==> src/include/clk_ctrl_defines.svh <==
// Offsets, field positions, reset values and timing counts of the clock control block
`ifndef CLK_CTRL_DEFINES_SVH
`define CLK_CTRL_DEFINES_SVH
`define OFS_LOCK_COUNT 12'h000
`define OFS_PLL_CONFIG 12'h004
`define OFS_USB_PLL_CONFIG 12'h008
`define OFS_CLK_GATE 12'h00C
`define OFS_SLOW_CLOCK 12'h010
`define OFS_CLOCK_DIVIDER 12'h014
`define OFS_POWER_MODE 12'h018
`define OFS_STATUS 12'h01C
`define RST_LOCK_COUNT 24'hFFFFFF
`define RST_PLL_CONFIG 20'h5C080
`define RST_USB_PLL_CONFIG 20'h28080
`define RST_CLK_GATE 16'hFFFF
`define M_OFF_ADD 9'h008
`define P_OFF_ADD 7'h02
`define SLOW_USB_OFF_BIT 5
`define SLOW_MPLL_OFF_BIT 5
`define LOCK_TIME_US 150
`define REF_CLOCK_MHZ 10
`define LOCK_CYCLES ((`LOCK_TIME_US * `REF_CLOCK_MHZ))
`endif

==> src/include/clk_ctrl_pkg.sv <==
// Types shared by the clock control block
package clk_ctrl_pkg;
    typedef enum logic [1:0] {MODE_NORMAL, MODE_IDLE, MODE_SLOW, MODE_POWER_OFF} power_mode_type;
    typedef struct packed
    {
        logic core_en;
        logic core_from_pll;
        logic bus_en;
        logic periph_en;
        logic [1:0] bus_div;
        logic [1:0] periph_div;
        logic cpu_on_bus;
    } core_gate_type;
    typedef struct packed
    {
        logic usb_en;
        logic usb_from_pll;
        logic usb_pll_on;
    } usb_gate_type;
endpackage

==> src/hdl/pll_clock_divider_control.sv <==
// Clock source, lock gating, divider and power mode control behind an APB slave
//
// Design decisions made here: the register addresses and the APB slave port.
`timescale 1ns/100ps
`include "clk_ctrl_defines.svh"
module pll_clock_divider_control
(
    input wire logic pclk, // Bus clock, also the reference count clock
    input wire logic presetn, // Asynchronous active-low reset
    input wire logic psel, // APB select
    input wire logic penable, // APB access phase
    input wire logic pwrite, // APB direction
    input wire logic [11:0] paddr, // APB byte address
    input wire logic [31:0] pwdata, // APB write data
    input wire logic fast_bus_mode, // Processor is in fast bus mode
    output logic pready, // APB ready
    output logic [31:0] prdata, // APB read data
    output logic pslverr, // APB error on unmapped address
    output clk_ctrl_pkg::core_gate_type core_gate, // Core, bus and peripheral clock controls
    output clk_ctrl_pkg::usb_gate_type usb_gate, // USB clock controls
    output logic [8:0] pll_m_mult, // Effective main PLL multiplier m
    output logic [6:0] pll_p_div, // Effective main PLL divider p
    output logic [1:0] pll_s_shift, // Main PLL post-divider exponent s
    output logic [15:0] periph_clk_en, // Per-peripheral clock enables
    output logic rtc_clk_en, // RTC clock enable
    output logic power_off_req // Request to remove internal power
);
    import clk_ctrl_pkg::*;

    ////////////////////////////////////////////////////////////////////////////
    logic [23:0] lock_count_q;
    logic [19:0] pll_cfg_q;
    logic [19:0] usb_cfg_q;
    logic [15:0] clk_gate_q;
    logic [5:0] slow_q;
    logic [2:0] div_wr_q;
    logic [2:0] div_act_q;
    logic div_pend_q;
    logic [1:0] div_wait_q;
    logic pll_written_q;
    logic usb_written_q;
    logic [23:0] lock_cnt_q;
    logic [23:0] usb_lock_cnt_q;
    power_mode_type mode_q;
    power_mode_type mode_d;
    logic wr_en;
    logic rd_en;
    logic mapped;
    logic lock_busy;
    logic usb_lock_busy;
    logic usb_pll_on;

    function automatic logic hit(input logic [11:0] a, input logic [11:0] ofs);
        hit = (a == ofs);
    endfunction

    assign wr_en = psel && penable && pwrite;
    assign rd_en = psel && penable && !pwrite;
    assign mapped = paddr[11:5] == 7'h00 && paddr[1:0] == 2'h0;
    assign lock_busy = lock_cnt_q != 24'h000000;
    assign usb_lock_busy = usb_lock_cnt_q != 24'h000000;
    assign usb_pll_on = !slow_q[`SLOW_USB_OFF_BIT];

    ////////////////////////////////////////////////////////////////////////////
    // Software registers; APB answers in the access cycle
    always_ff @(posedge pclk or negedge presetn)
    begin
        if (!presetn)
        begin
            lock_count_q <= `RST_LOCK_COUNT;
            pll_cfg_q <= `RST_PLL_CONFIG;
            usb_cfg_q <= `RST_USB_PLL_CONFIG;
            clk_gate_q <= `RST_CLK_GATE;
            slow_q <= 6'h00;
            div_wr_q <= 3'h0;
        end
        else if (wr_en)
        begin
            if (hit(paddr, `OFS_LOCK_COUNT))
                lock_count_q <= pwdata[23:0];
            if (hit(paddr, `OFS_PLL_CONFIG))
                pll_cfg_q <= pwdata[19:0];
            if (hit(paddr, `OFS_USB_PLL_CONFIG))
                usb_cfg_q <= pwdata[19:0];
            if (hit(paddr, `OFS_CLK_GATE))
                clk_gate_q <= pwdata[15:0];
            if (hit(paddr, `OFS_SLOW_CLOCK))
                slow_q <= pwdata[5:0];
            if (hit(paddr, `OFS_CLOCK_DIVIDER))
                div_wr_q <= pwdata[2:0];
        end
    end

    always_ff @(posedge pclk or negedge presetn)
    begin
        if (!presetn)
        begin
            pready <= 1'b0;
            prdata <= 32'h00000000;
            pslverr <= 1'b0;
        end
        else
        begin
            pready <= psel && !penable;
            pslverr <= psel && !penable && !mapped;
            prdata <= 32'h00000000;
            if (psel && !penable && !pwrite)
            begin
                unique case (paddr)
                    `OFS_LOCK_COUNT: prdata <= {8'h00, lock_count_q};
                    `OFS_PLL_CONFIG: prdata <= {12'h000, pll_cfg_q};
                    `OFS_USB_PLL_CONFIG: prdata <= {12'h000, usb_cfg_q};
                    `OFS_CLK_GATE: prdata <= {16'h0000, clk_gate_q};
                    `OFS_SLOW_CLOCK: prdata <= {26'h0000000, slow_q};
                    `OFS_CLOCK_DIVIDER: prdata <= {29'h00000000, div_wr_q};
                    `OFS_POWER_MODE: prdata <= {30'h00000000, mode_q};
                    `OFS_STATUS: prdata <= {26'h0000000, div_act_q, usb_lock_busy,
                        lock_busy, pll_written_q};
                    default: prdata <= 32'h00000000;
                endcase
            end
        end
    end

    ////////////////////////////////////////////////////////////////////////////
    // Main PLL lock counter, counted on the reference clock
    always_ff @(posedge pclk or negedge presetn)
    begin
        if (!presetn)
        begin
            lock_cnt_q <= 24'h000000;
            pll_written_q <= 1'b0;
        end
        else if (wr_en && hit(paddr, `OFS_PLL_CONFIG))
        begin
            lock_cnt_q <= lock_count_q;
            pll_written_q <= 1'b1;
        end
        else if (lock_busy)
            lock_cnt_q <= lock_cnt_q - 24'h000001;
    end

    // USB PLL lock counter, restarted by each USB PLL config write only
    always_ff @(posedge pclk or negedge presetn)
    begin
        if (!presetn)
        begin
            usb_lock_cnt_q <= 24'h000000;
            usb_written_q <= 1'b0;
        end
        else if (wr_en && hit(paddr, `OFS_USB_PLL_CONFIG))
        begin
            usb_lock_cnt_q <= lock_count_q;
            usb_written_q <= 1'b1;
        end
        else if (usb_lock_busy)
            usb_lock_cnt_q <= usb_lock_cnt_q - 24'h000001;
    end

    ////////////////////////////////////////////////////////////////////////////
    // Divider activation: deferred to lock end unless the power mode changes, else 2 cycles or 1 from 1:1:1
    always_ff @(posedge pclk or negedge presetn)
    begin
        if (!presetn)
        begin
            div_act_q <= 3'h0;
            div_pend_q <= 1'b0;
            div_wait_q <= 2'h0;
        end
        else if (wr_en && hit(paddr, `OFS_CLOCK_DIVIDER))
        begin
            div_pend_q <= 1'b1;
            div_wait_q <= (div_act_q == 3'h0) ? 2'h1 : 2'h2;
        end
        else if (div_pend_q && !lock_busy)
        begin
            if (div_wait_q <= 2'h1)
            begin
                div_act_q <= div_wr_q;
                div_pend_q <= 1'b0;
                div_wait_q <= 2'h0;
            end
            else
                div_wait_q <= div_wait_q - 2'h1;
        end
        else if (mode_d != mode_q)
            div_act_q <= div_wr_q;
    end

    ////////////////////////////////////////////////////////////////////////////
    // Power mode machine; power-off leaves only through the wake-up reset
    always_comb
    begin
        mode_d = mode_q;
        if (wr_en && hit(paddr, `OFS_POWER_MODE))
        begin
            unique case (mode_q)
                MODE_NORMAL: mode_d = power_mode_type'(pwdata[1:0]);
                MODE_IDLE, MODE_SLOW:
                    if (pwdata[1:0] == 2'h0)
                        mode_d = MODE_NORMAL;
                MODE_POWER_OFF: mode_d = MODE_POWER_OFF;
            endcase
        end
    end

    always_ff @(posedge pclk or negedge presetn)
    begin
        if (!presetn)
            mode_q <= MODE_NORMAL;
        else
            mode_q <= mode_d;
    end

    ////////////////////////////////////////////////////////////////////////////
    // Clock controls, all registered
    always_ff @(posedge pclk or negedge presetn)
    begin
        if (!presetn)
        begin
            core_gate <= '0;
            usb_gate <= '0;
            periph_clk_en <= 16'h0000;
            rtc_clk_en <= 1'b0;
            power_off_req <= 1'b0;
            pll_m_mult <= 9'h000;
            pll_p_div <= 7'h00;
            pll_s_shift <= 2'h0;
        end
        else
        begin
            core_gate.core_en <= !lock_busy && (mode_q == MODE_NORMAL
                || mode_q == MODE_SLOW);
            core_gate.core_from_pll <= pll_written_q && !lock_busy
                && mode_q != MODE_SLOW;
            core_gate.bus_en <= !lock_busy && mode_q != MODE_POWER_OFF;
            core_gate.periph_en <= !lock_busy && mode_q != MODE_POWER_OFF;
            core_gate.bus_div <= div_act_q[2] ? 2'h2 : {1'b0, div_act_q[1]};
            core_gate.periph_div <= div_act_q[2] ? 2'h2
                : 2'({1'b0, div_act_q[1]} + {1'b0, div_act_q[0]});
            core_gate.cpu_on_bus <= div_act_q[1] && fast_bus_mode;
            usb_gate.usb_pll_on <= usb_pll_on;
            usb_gate.usb_en <= !(usb_written_q && usb_lock_busy && usb_pll_on);
            usb_gate.usb_from_pll <= usb_written_q && usb_pll_on && !usb_lock_busy;
            periph_clk_en <= (mode_q == MODE_POWER_OFF) ? 16'h0000 : clk_gate_q;
            rtc_clk_en <= 1'b1;
            power_off_req <= mode_q == MODE_POWER_OFF;
            pll_m_mult <= 9'(pll_cfg_q[19:12]) + `M_OFF_ADD;
            pll_p_div <= 7'(pll_cfg_q[9:4]) + `P_OFF_ADD;
            pll_s_shift <= pll_cfg_q[1:0];
        end
    end

    ////////////////////////////////////////////////////////////////////////////
    lock_gate_a: assert property (@(posedge pclk) disable iff (!presetn)
        lock_busy |=> !core_gate.core_en && !core_gate.bus_en)
        else $error("clocks not gated during lock");
    lock_start_a: assert property (@(posedge pclk) disable iff (!presetn)
        wr_en && hit(paddr, `OFS_PLL_CONFIG) && lock_count_q != 0 |=> lock_busy)
        else $error("lock not started by PLL write");
    source_ref_a: assert property (@(posedge pclk) disable iff (!presetn)
        !pll_written_q |=> !core_gate.core_from_pll)
        else $error("core on PLL before config write");
    switch_pll_a: assert property (@(posedge pclk) disable iff (!presetn)
        $fell(lock_busy) && mode_q == MODE_NORMAL |=> core_gate.core_from_pll)
        else $error("core not on PLL after lock");
    usb_low_a: assert property (@(posedge pclk) disable iff (!presetn)
        usb_written_q && usb_lock_busy && usb_pll_on |=> !usb_gate.usb_en)
        else $error("usb clock not low during lock");
    div_hold_a: assert property (@(posedge pclk) disable iff (!presetn)
        lock_busy && !(mode_d != mode_q) |=> $stable(div_act_q))
        else $error("divider changed during lock");
    div_fast_a: assert property (@(posedge pclk) disable iff (!presetn)
        wr_en && hit(paddr, `OFS_CLOCK_DIVIDER) && div_act_q == 3'h0 && !lock_busy
        && mode_d == mode_q |=> ##1 div_act_q == $past(div_wr_q))
        else $error("divider not applied after one period");
    mode_legal_a: assert property (@(posedge pclk) disable iff (!presetn)
        mode_q != MODE_NORMAL && mode_d != mode_q |-> mode_d == MODE_NORMAL
        && mode_q != MODE_POWER_OFF)
        else $error("illegal power mode move");
    rtc_run_a: assert property (@(posedge pclk) disable iff (!presetn)
        presetn |=> rtc_clk_en)
        else $error("rtc clock stopped");
    cov_lock_c: cover property (@(posedge pclk) disable iff (!presetn) $fell(lock_busy));
    cov_idle_c: cover property (@(posedge pclk) disable iff (!presetn) mode_q == MODE_IDLE);
    cov_div_c: cover property (@(posedge pclk) disable iff (!presetn) div_act_q == 3'h4);
endmodule // pll_clock_divider_control

==> config.mk <==
export PLATFORM = sky130hd
export DESIGN_NAME = pll_clock_divider_control
export DESIGN_NICKNAME = d
export VERILOG_FILES = /design/src/include/clk_ctrl_pkg.sv /design/src/hdl/pll_clock_divider_control.sv
export VERILOG_INCLUDE_DIRS = /design/src /design/src/include
export SDC_FILE = /design/constraint.sdc
export NUM_CORES = 1
export LEC_CHECK = 0
export ABC_AREA = 1
export ABC_CLOCK_PERIOD_IN_PS = 2300
export BUFFER_PORTS_ARGS = -buffer_cell sky130_fd_sc_hd__buf_4
export CAP_MARGIN = 20
export CORE_ASPECT_RATIO = 1.25
export CORE_MARGIN = 1
export CORE_UTILIZATION = 58
export CTS_BUF_LIST = sky130_fd_sc_hd__clkbuf_16
export CTS_CLUSTER_DIAMETER = 200
export DETAILED_ROUTE_END_ITERATION = 8
export GPL_ROUTABILITY_DRIVEN = 0
export PLACE_DENSITY_LB_ADDON = 0.2
export SLEW_MARGIN = 20
export SYNTH_ARGS = -nofsm -noshare
export SYNTH_HDL_FRONTEND = slang
export SYNTH_SLANG_ARGS = --single-unit
==> constraint.sdc <==
create_clock -name pclk -period 2.3 [get_ports pclk]
set_input_delay 0.23 -clock pclk [delete_from_list [all_inputs] [get_ports pclk]]
set_output_delay 0.23 -clock pclk [all_outputs]
set_load 0.02 [all_outputs]
* Yosys cells after proc, flatten, opt, wreduce, memory -nomap -nowiden
Cells that the tools add are included.
** Word-level totals
- Register bits :: 228
- Latch bits :: 0
- RAM bits :: 0
- ROM bits :: 0
- Bits of input ports :: 50
- Output and inout bits :: 82
- Logic and storage cells :: 126
- Memories kept :: 0
** Cells by class
- $add $sub $neg :: 6
- Multipliers :: 0
- Divide/modulo/power cells :: 0
- $lt $le $gt $ge :: 1
- Equality and inequality tests :: 14
- Shift-type cells :: 0
- Muxes and demuxes :: 22
- Bitwise gates (word level) :: 1
- Reduce and logical (&&, ||, !) cells :: 50
** Operator list (count)
- $pmux 24 s8 :: 1
- $mux 24 :: 5
- $eq 12x5->1 const B :: 4
- $reduce_bool 24->1 :: 2
- $sub 24x1->24 const B :: 2
- $eq 12x4->1 const B :: 2
- $logic_and 1x1->1 :: 20
- $mux 16 :: 1
- $mux 2 :: 8
- $reduce_and 2->1 :: 7
- $eq 12x3->1 const B :: 1
- $logic_not 12->1 :: 1
- $reduce_bool 2->1 :: 5
- $add 8x4->9 const B :: 1
- $mux 3 :: 3
- $add 6x2->7 const B :: 1
- $logic_not 1->1 :: 7
- $logic_not 7->1 :: 1
- $logic_not 2->1 :: 3
- $pmux 2 s3 :: 1
- $eq 2x2->1 const B :: 2
- $ne 2x2->1 const B :: 2
- $logic_not 3->1 :: 1
- $mux 1 :: 3
- 10 further kinds :: 10

* Depth between registers and ports, before layout
- Depth after elaboration :: 7
- Depth in mapped cells :: 13
- Depth with buffers taken out :: 13

* Worst setup path after synthesis
Ideal clock, no wire load.
- Kind :: register to register
- From :: register usb_lock_cnt_q[0]
- To :: register usb_lock_cnt_q[20]
- Library setup time :: 0.122 ns
- Arrival time :: 1.652 ns
- Data required time :: 2.178 ns
- Setup slack :: 0.526 ns
- Stages on the path, launching flop included :: 12
- Path buffers :: 1
- Clock period less this slack :: 1.774 ns
- Cells stage by stage :: dfrtp_1 -> inv_1 -> ha_1 -> nand3_1 -> inv_1 -> nand4_1 -> nand2b_1 -> nand2_2 -> inv_2 -> buf_6 -> nand2_1 -> o21ai_1
** On the way
- Longest elaborated chain between the ends :: 3
- Elaborated cells on any way between the ends :: 5
- Those cells by class :: add/sub (1); mux (2); reduce/logical (2)
** Ends and longest elaborated chain
- start: declaration :: line pll_clock_divider_control.sv:43 : logic [23:0] usb_lock_cnt_q;
- start signal: assignment :: line pll_clock_divider_control.sv:153 : usb_lock_cnt_q <= lock_count_q;
- start signal: assignment :: line pll_clock_divider_control.sv:157 : usb_lock_cnt_q <= usb_lock_cnt_q - 24'h000001;
- $sub 24x1->24 :: line pll_clock_divider_control.sv:157
- $mux 24 :: line pll_clock_divider_control.sv:156 : else if (usb_lock_busy)
- $mux 24 :: line pll_clock_divider_control.sv:151 : else if (wr_en && hit(paddr, `OFS_USB_PLL_CONFIG))
Parallel ways exist; a longest one is shown, timed or not. The select of a mux whose other input is x is not followed.
A chain may end at the register's enable or synchronous reset.

* Worst setup path after layout
- From :: register usb_lock_cnt_q[0]
- To :: register usb_lock_cnt_q[0]
The elaborated chain is that of the path after synthesis.

==> key figures <==
Floorplan
  – Starting Density: 59.3%
  – I/O pins: 132
  – Rows: 53
  – Chip height: 148 um
  – Die area: 0.0177 sq mm
  – Die Wd: 119 um
  – Core area: 0.0168 sq mm

Placed design
  – Buffers on Ports: 115
  – Dpl hpwl: 16500 um

Global routing
  – Met1 Use GR: 35.5%
  – Global-route wire length before repair: 38900 um
  – All-Layer GR Usage: 27.7%
  – Initial antenna violation count: 0
  – GR Overflow Total: 0
  – Gr busiest metal: met2
  – Largest net degree at the start of global routing: 67
  – Vias in the first global route: 7935
  – Met2 Track Usage GR: 48.5%
  – Met3 GRT Util: 3.22%

Timing
  – Final setup TNS: 0 ns
  – Worst clock skew: 0.00674 ns
  – Final hold violation count: 0
  – Final period util: 94.3%
  – Fmax: 461 MHz
  – Final Max Tran Viols: 0
  – Final setup violating endpoints: 0
  – Unrepaired setup endpoints after global routing: false
  – Rel. slew slack: 63.5%
  – Worst Tran Pin Value: 0.545 ns
  – Post-route minimum period: 2.17 ns

Power
  – VDD IR max: 0.570 mV
  – NetSw: 2.38 mW
  – Comb power frac: 12.7%
  – P_leak: 5.75 nW
  – Power density over the cells: 763 mW/mm^2
  – Pint: 6.74 mW
  – Flop pwr share: 47.6%
  – Sw Share: 26.1%
  – Clock share of power: 39.7%

Synth
  – Commonest register cell after synthesis: dfrtp_1
  – Synth top cells by count: nand2_1 (253), dfrtp_1 (172), inv_1 (146)
  – Post-synth EDFFs: 0
  – Seq cells post-synth: 220
  – Top cells by area, synth: dfrtp_1 (43%), dfstp_2 (13%), nand2_1 (9.5%)
  – Top-area cell type share of the netlist area: 43.2%
  – Mapped cell area: 0.00996 sq mm
  – Count leader, synth: nand2_1
  – Count of cell types in the netlist: 46
  – Synth Area per Inst: 8.85 sq um
  – Async S/R FF share, synth: 100%
  – YS warnings: 0
  – Post-synthesis instance total: 1125
  – Area leader, netlist: dfrtp_1
  – Seq/Total Area, Yosys: 55.9%

CTS
  – Clk sinks: 220
  – Buffer count from post-CTS setup fixing: 0
  – Inserted Clock Buffers: 22
  – Htree depth: 1
  – Clk Latency, worst-skew pair: 0.50 ns
  – Clock root cell: clkbuf_16
  – TritonCTS clock tree: built
  – Clock transition at path regs: 0.06 ns
  – Clk buf depth: 3

Setup path
  – CP delay by family, top: simple AND/OR/NAND/NOR gates
  – Buffers plus inverters on the worst setup path: 3
  – Setup CP Type: register to register
  – CP endpoint kind: register
  – Worst r2r dst: usb_lock_cnt_q[0]
  – Slowest CP cell: dfrtp_1
  – Worst r2r src: usb_lock_cnt_q[0]
  – Worst EP arrival: 2.55 ns
  – Critical Path Fanout Max: 14
  – Delay of the slowest cell on the worst path: 0.41 ns
  – Crit path depth: 10
  – CP Launch Type: register
  – R2r worst-path depth: 10
  – R2R Setup Slk: 0.13 ns
  – Required time worst endpoint: 2.69 ns
  – Critical Path, Cell by Cell: inv_1, ha_1, nand3_1, inv_1, nand4_1, nand2b_1, nand2_2, inv_2, a21oi_1, nand2_1
  – Most frequent CP cell: inv_1

Layout
  – Antenna fix cells: 0
  – Final core occ: 71.2%
  – Area Overhead vs Synth: 19.9%
  – Nets: 1324
  – Layout cell share with drive strength beyond 1: 20.3%

Routing
  – Vias: 7924
  – Vias per cell: 5.28
  – Antenna-violating nets left: 0
  – Drt total wl: 23500 um
  – Iter 0 DRT Violations: 525
  – Pre-antenna DRT Iters: 5
  – DRC: 0
  – WL/cell: 15.6 um

Worst hold path
  – WHS Path Cells: 3
  – Hold Crit Endpoint: clk_gate_q[12]
  – Hold_sp: pwdata[12]
  – Hold Crit Class: input port to register

Status
  – Run status: complete, no violations

Run
  – Max-cap viol count: 0
## layout make-up
class                      count  area, sq um
clock buffer                  23          576
timing repair buffer         152         1210
clock inverter                16          150
multi-input combinational    715         3580
fill                        1275         4840
tap                          220          275
sequential                   220         5570
inverter                     154          579
## tightest hold or removal path: cells and delay by family
| kind | cells | cell delay (ns) |
|---|---|---|
| buffers and inverters | 2 | 0.20 |
| AO/OA/AOI/OAI | 1 | 0.08 |
## power by group through the flow
stage / Combinational [mW] / Clock, mW / Sequential [mW]
final: 1.15 / 3.62 / 4.34
after global routing: 1.31 / 3.80 / 4.38
after detailed placement: 1.12 / 0 / 4.40
after global placement: 1.09 / 0 / 4.39
after floorplan: 0.825 / 0 / 4.36
after CTS: 1.15 / 3.67 / 4.34
## per-stage QoR
| step | instance area, sq um | std cells | power, mW | hold WS, ns | setup slack, ns |
|---|---|---|---|---|---|
| 2_1_floorplan | 9980 | 1132 | 5.18 | -0.0656 | 0.526 |
| 3_3_place_gp | 11100 | 1452 | 5.49 | 0.202 | 0.259 |
| 3_5_place_dp | 11100 | 1452 | 5.52 | 0.208 | 0.229 |
| 4_1_cts | 11900 | 1500 | 9.16 | 0.00103 | 0.201 |
| 5_1_grt | 11900 | 1500 | 9.50 | 0.0104 | 0.00564 |
| 6_report | 11900 | 1500 | 9.11 | 0.00899 | 0.132 |
## state kept, by name, indices dropped and copies added (netlist names), 6 cells and up
| signal | flops |
|---|---|
| lock_cnt_q | 24 |
| clk_gate_q | 16 |
| usb_lock_cnt_q | 24 |
| slow_q | 6 |
| periph_clk_en | 16 |
| usb_cfg_q | 20 |
| pll_p_div | 7 |
| pll_m_mult | 9 |
| pll_cfg_q | 20 |
| prdata | 24 |
| core_gate | 8 |
| lock_count_q | 24 |
## repair_timing
item	4_1_cts	5_1_grt
endpoints found under the setup margin	0	4
hold endpoints to repair	52	0
gates resized for setup	0	1
hold buffers	9	0
## placed cells by master (no fill, tap or decap), types with 6 or more instances in the layout
master | Yosys | layout
a21oi_1 | 22 | 22
nand2_2 | 9 | 9
inv_2 | 6 | 6
o21ai_0 | 52 | 52
nand3_1 | 41 | 41
xor2_1 | 32 | 32
buf_4 | 11 | 139
conb_1 | 2 | 9
clkinv_1 | 1 | 6
clkinv_2 | 1 | 6
xnor2_1 | 13 | 13
nand2_1 | 253 | 253
dfrtp_1 | 172 | 172
o2111ai_1 | 7 | 7
dfstp_2 | 48 | 48
o21ai_1 | 78 | 78
nor2_1 | 101 | 101
dlygate4sd3_1 | 0 | 9
nor3_1 | 17 | 16
o22ai_1 | 11 | 11
clkbuf_16 | 0 | 23
ha_1 | 9 | 9
nand4_1 | 14 | 14
inv_1 | 146 | 148
## logic make-up (layout without fill, tap and decap cells)
kind of cell	after synthesis	after routing	synth area share, %
simple gates	467	467	20.4
xor+xnor	45	45	3.96
other cells	2	9	0.0754
flops	220	220	55.9
fa+ha+maj	9	9	1.13
compound gates	185	185	10.1
buf+inv	197	345	8.41
## routing by layer
layer / vias up / share of wire, %
met5: - / 0
met4: 0 / 2.9
met3: 55 / 4.6
met2: 210 / 51
met1: 3825 / 41
li1: 3834 / -
## how the worst max path moves through the flow
stage	slack, ns	start	endpoint
after detailed placement	0.23	usb_lock_cnt_q[0]	usb_lock_cnt_q[0]
after CTS	0.20	usb_lock_cnt_q[0]	usb_lock_cnt_q[0]
final	0.13	usb_lock_cnt_q[0]	usb_lock_cnt_q[0]
after global routing	0.006	usb_lock_cnt_q[0]	usb_lock_cnt_q[0]
after floorplan	0.53	usb_lock_cnt_q[0]	usb_lock_cnt_q[20]
after global placement	0.26	usb_lock_cnt_q[0]	usb_lock_cnt_q[0]
Power figures use the tool's default switching activity.
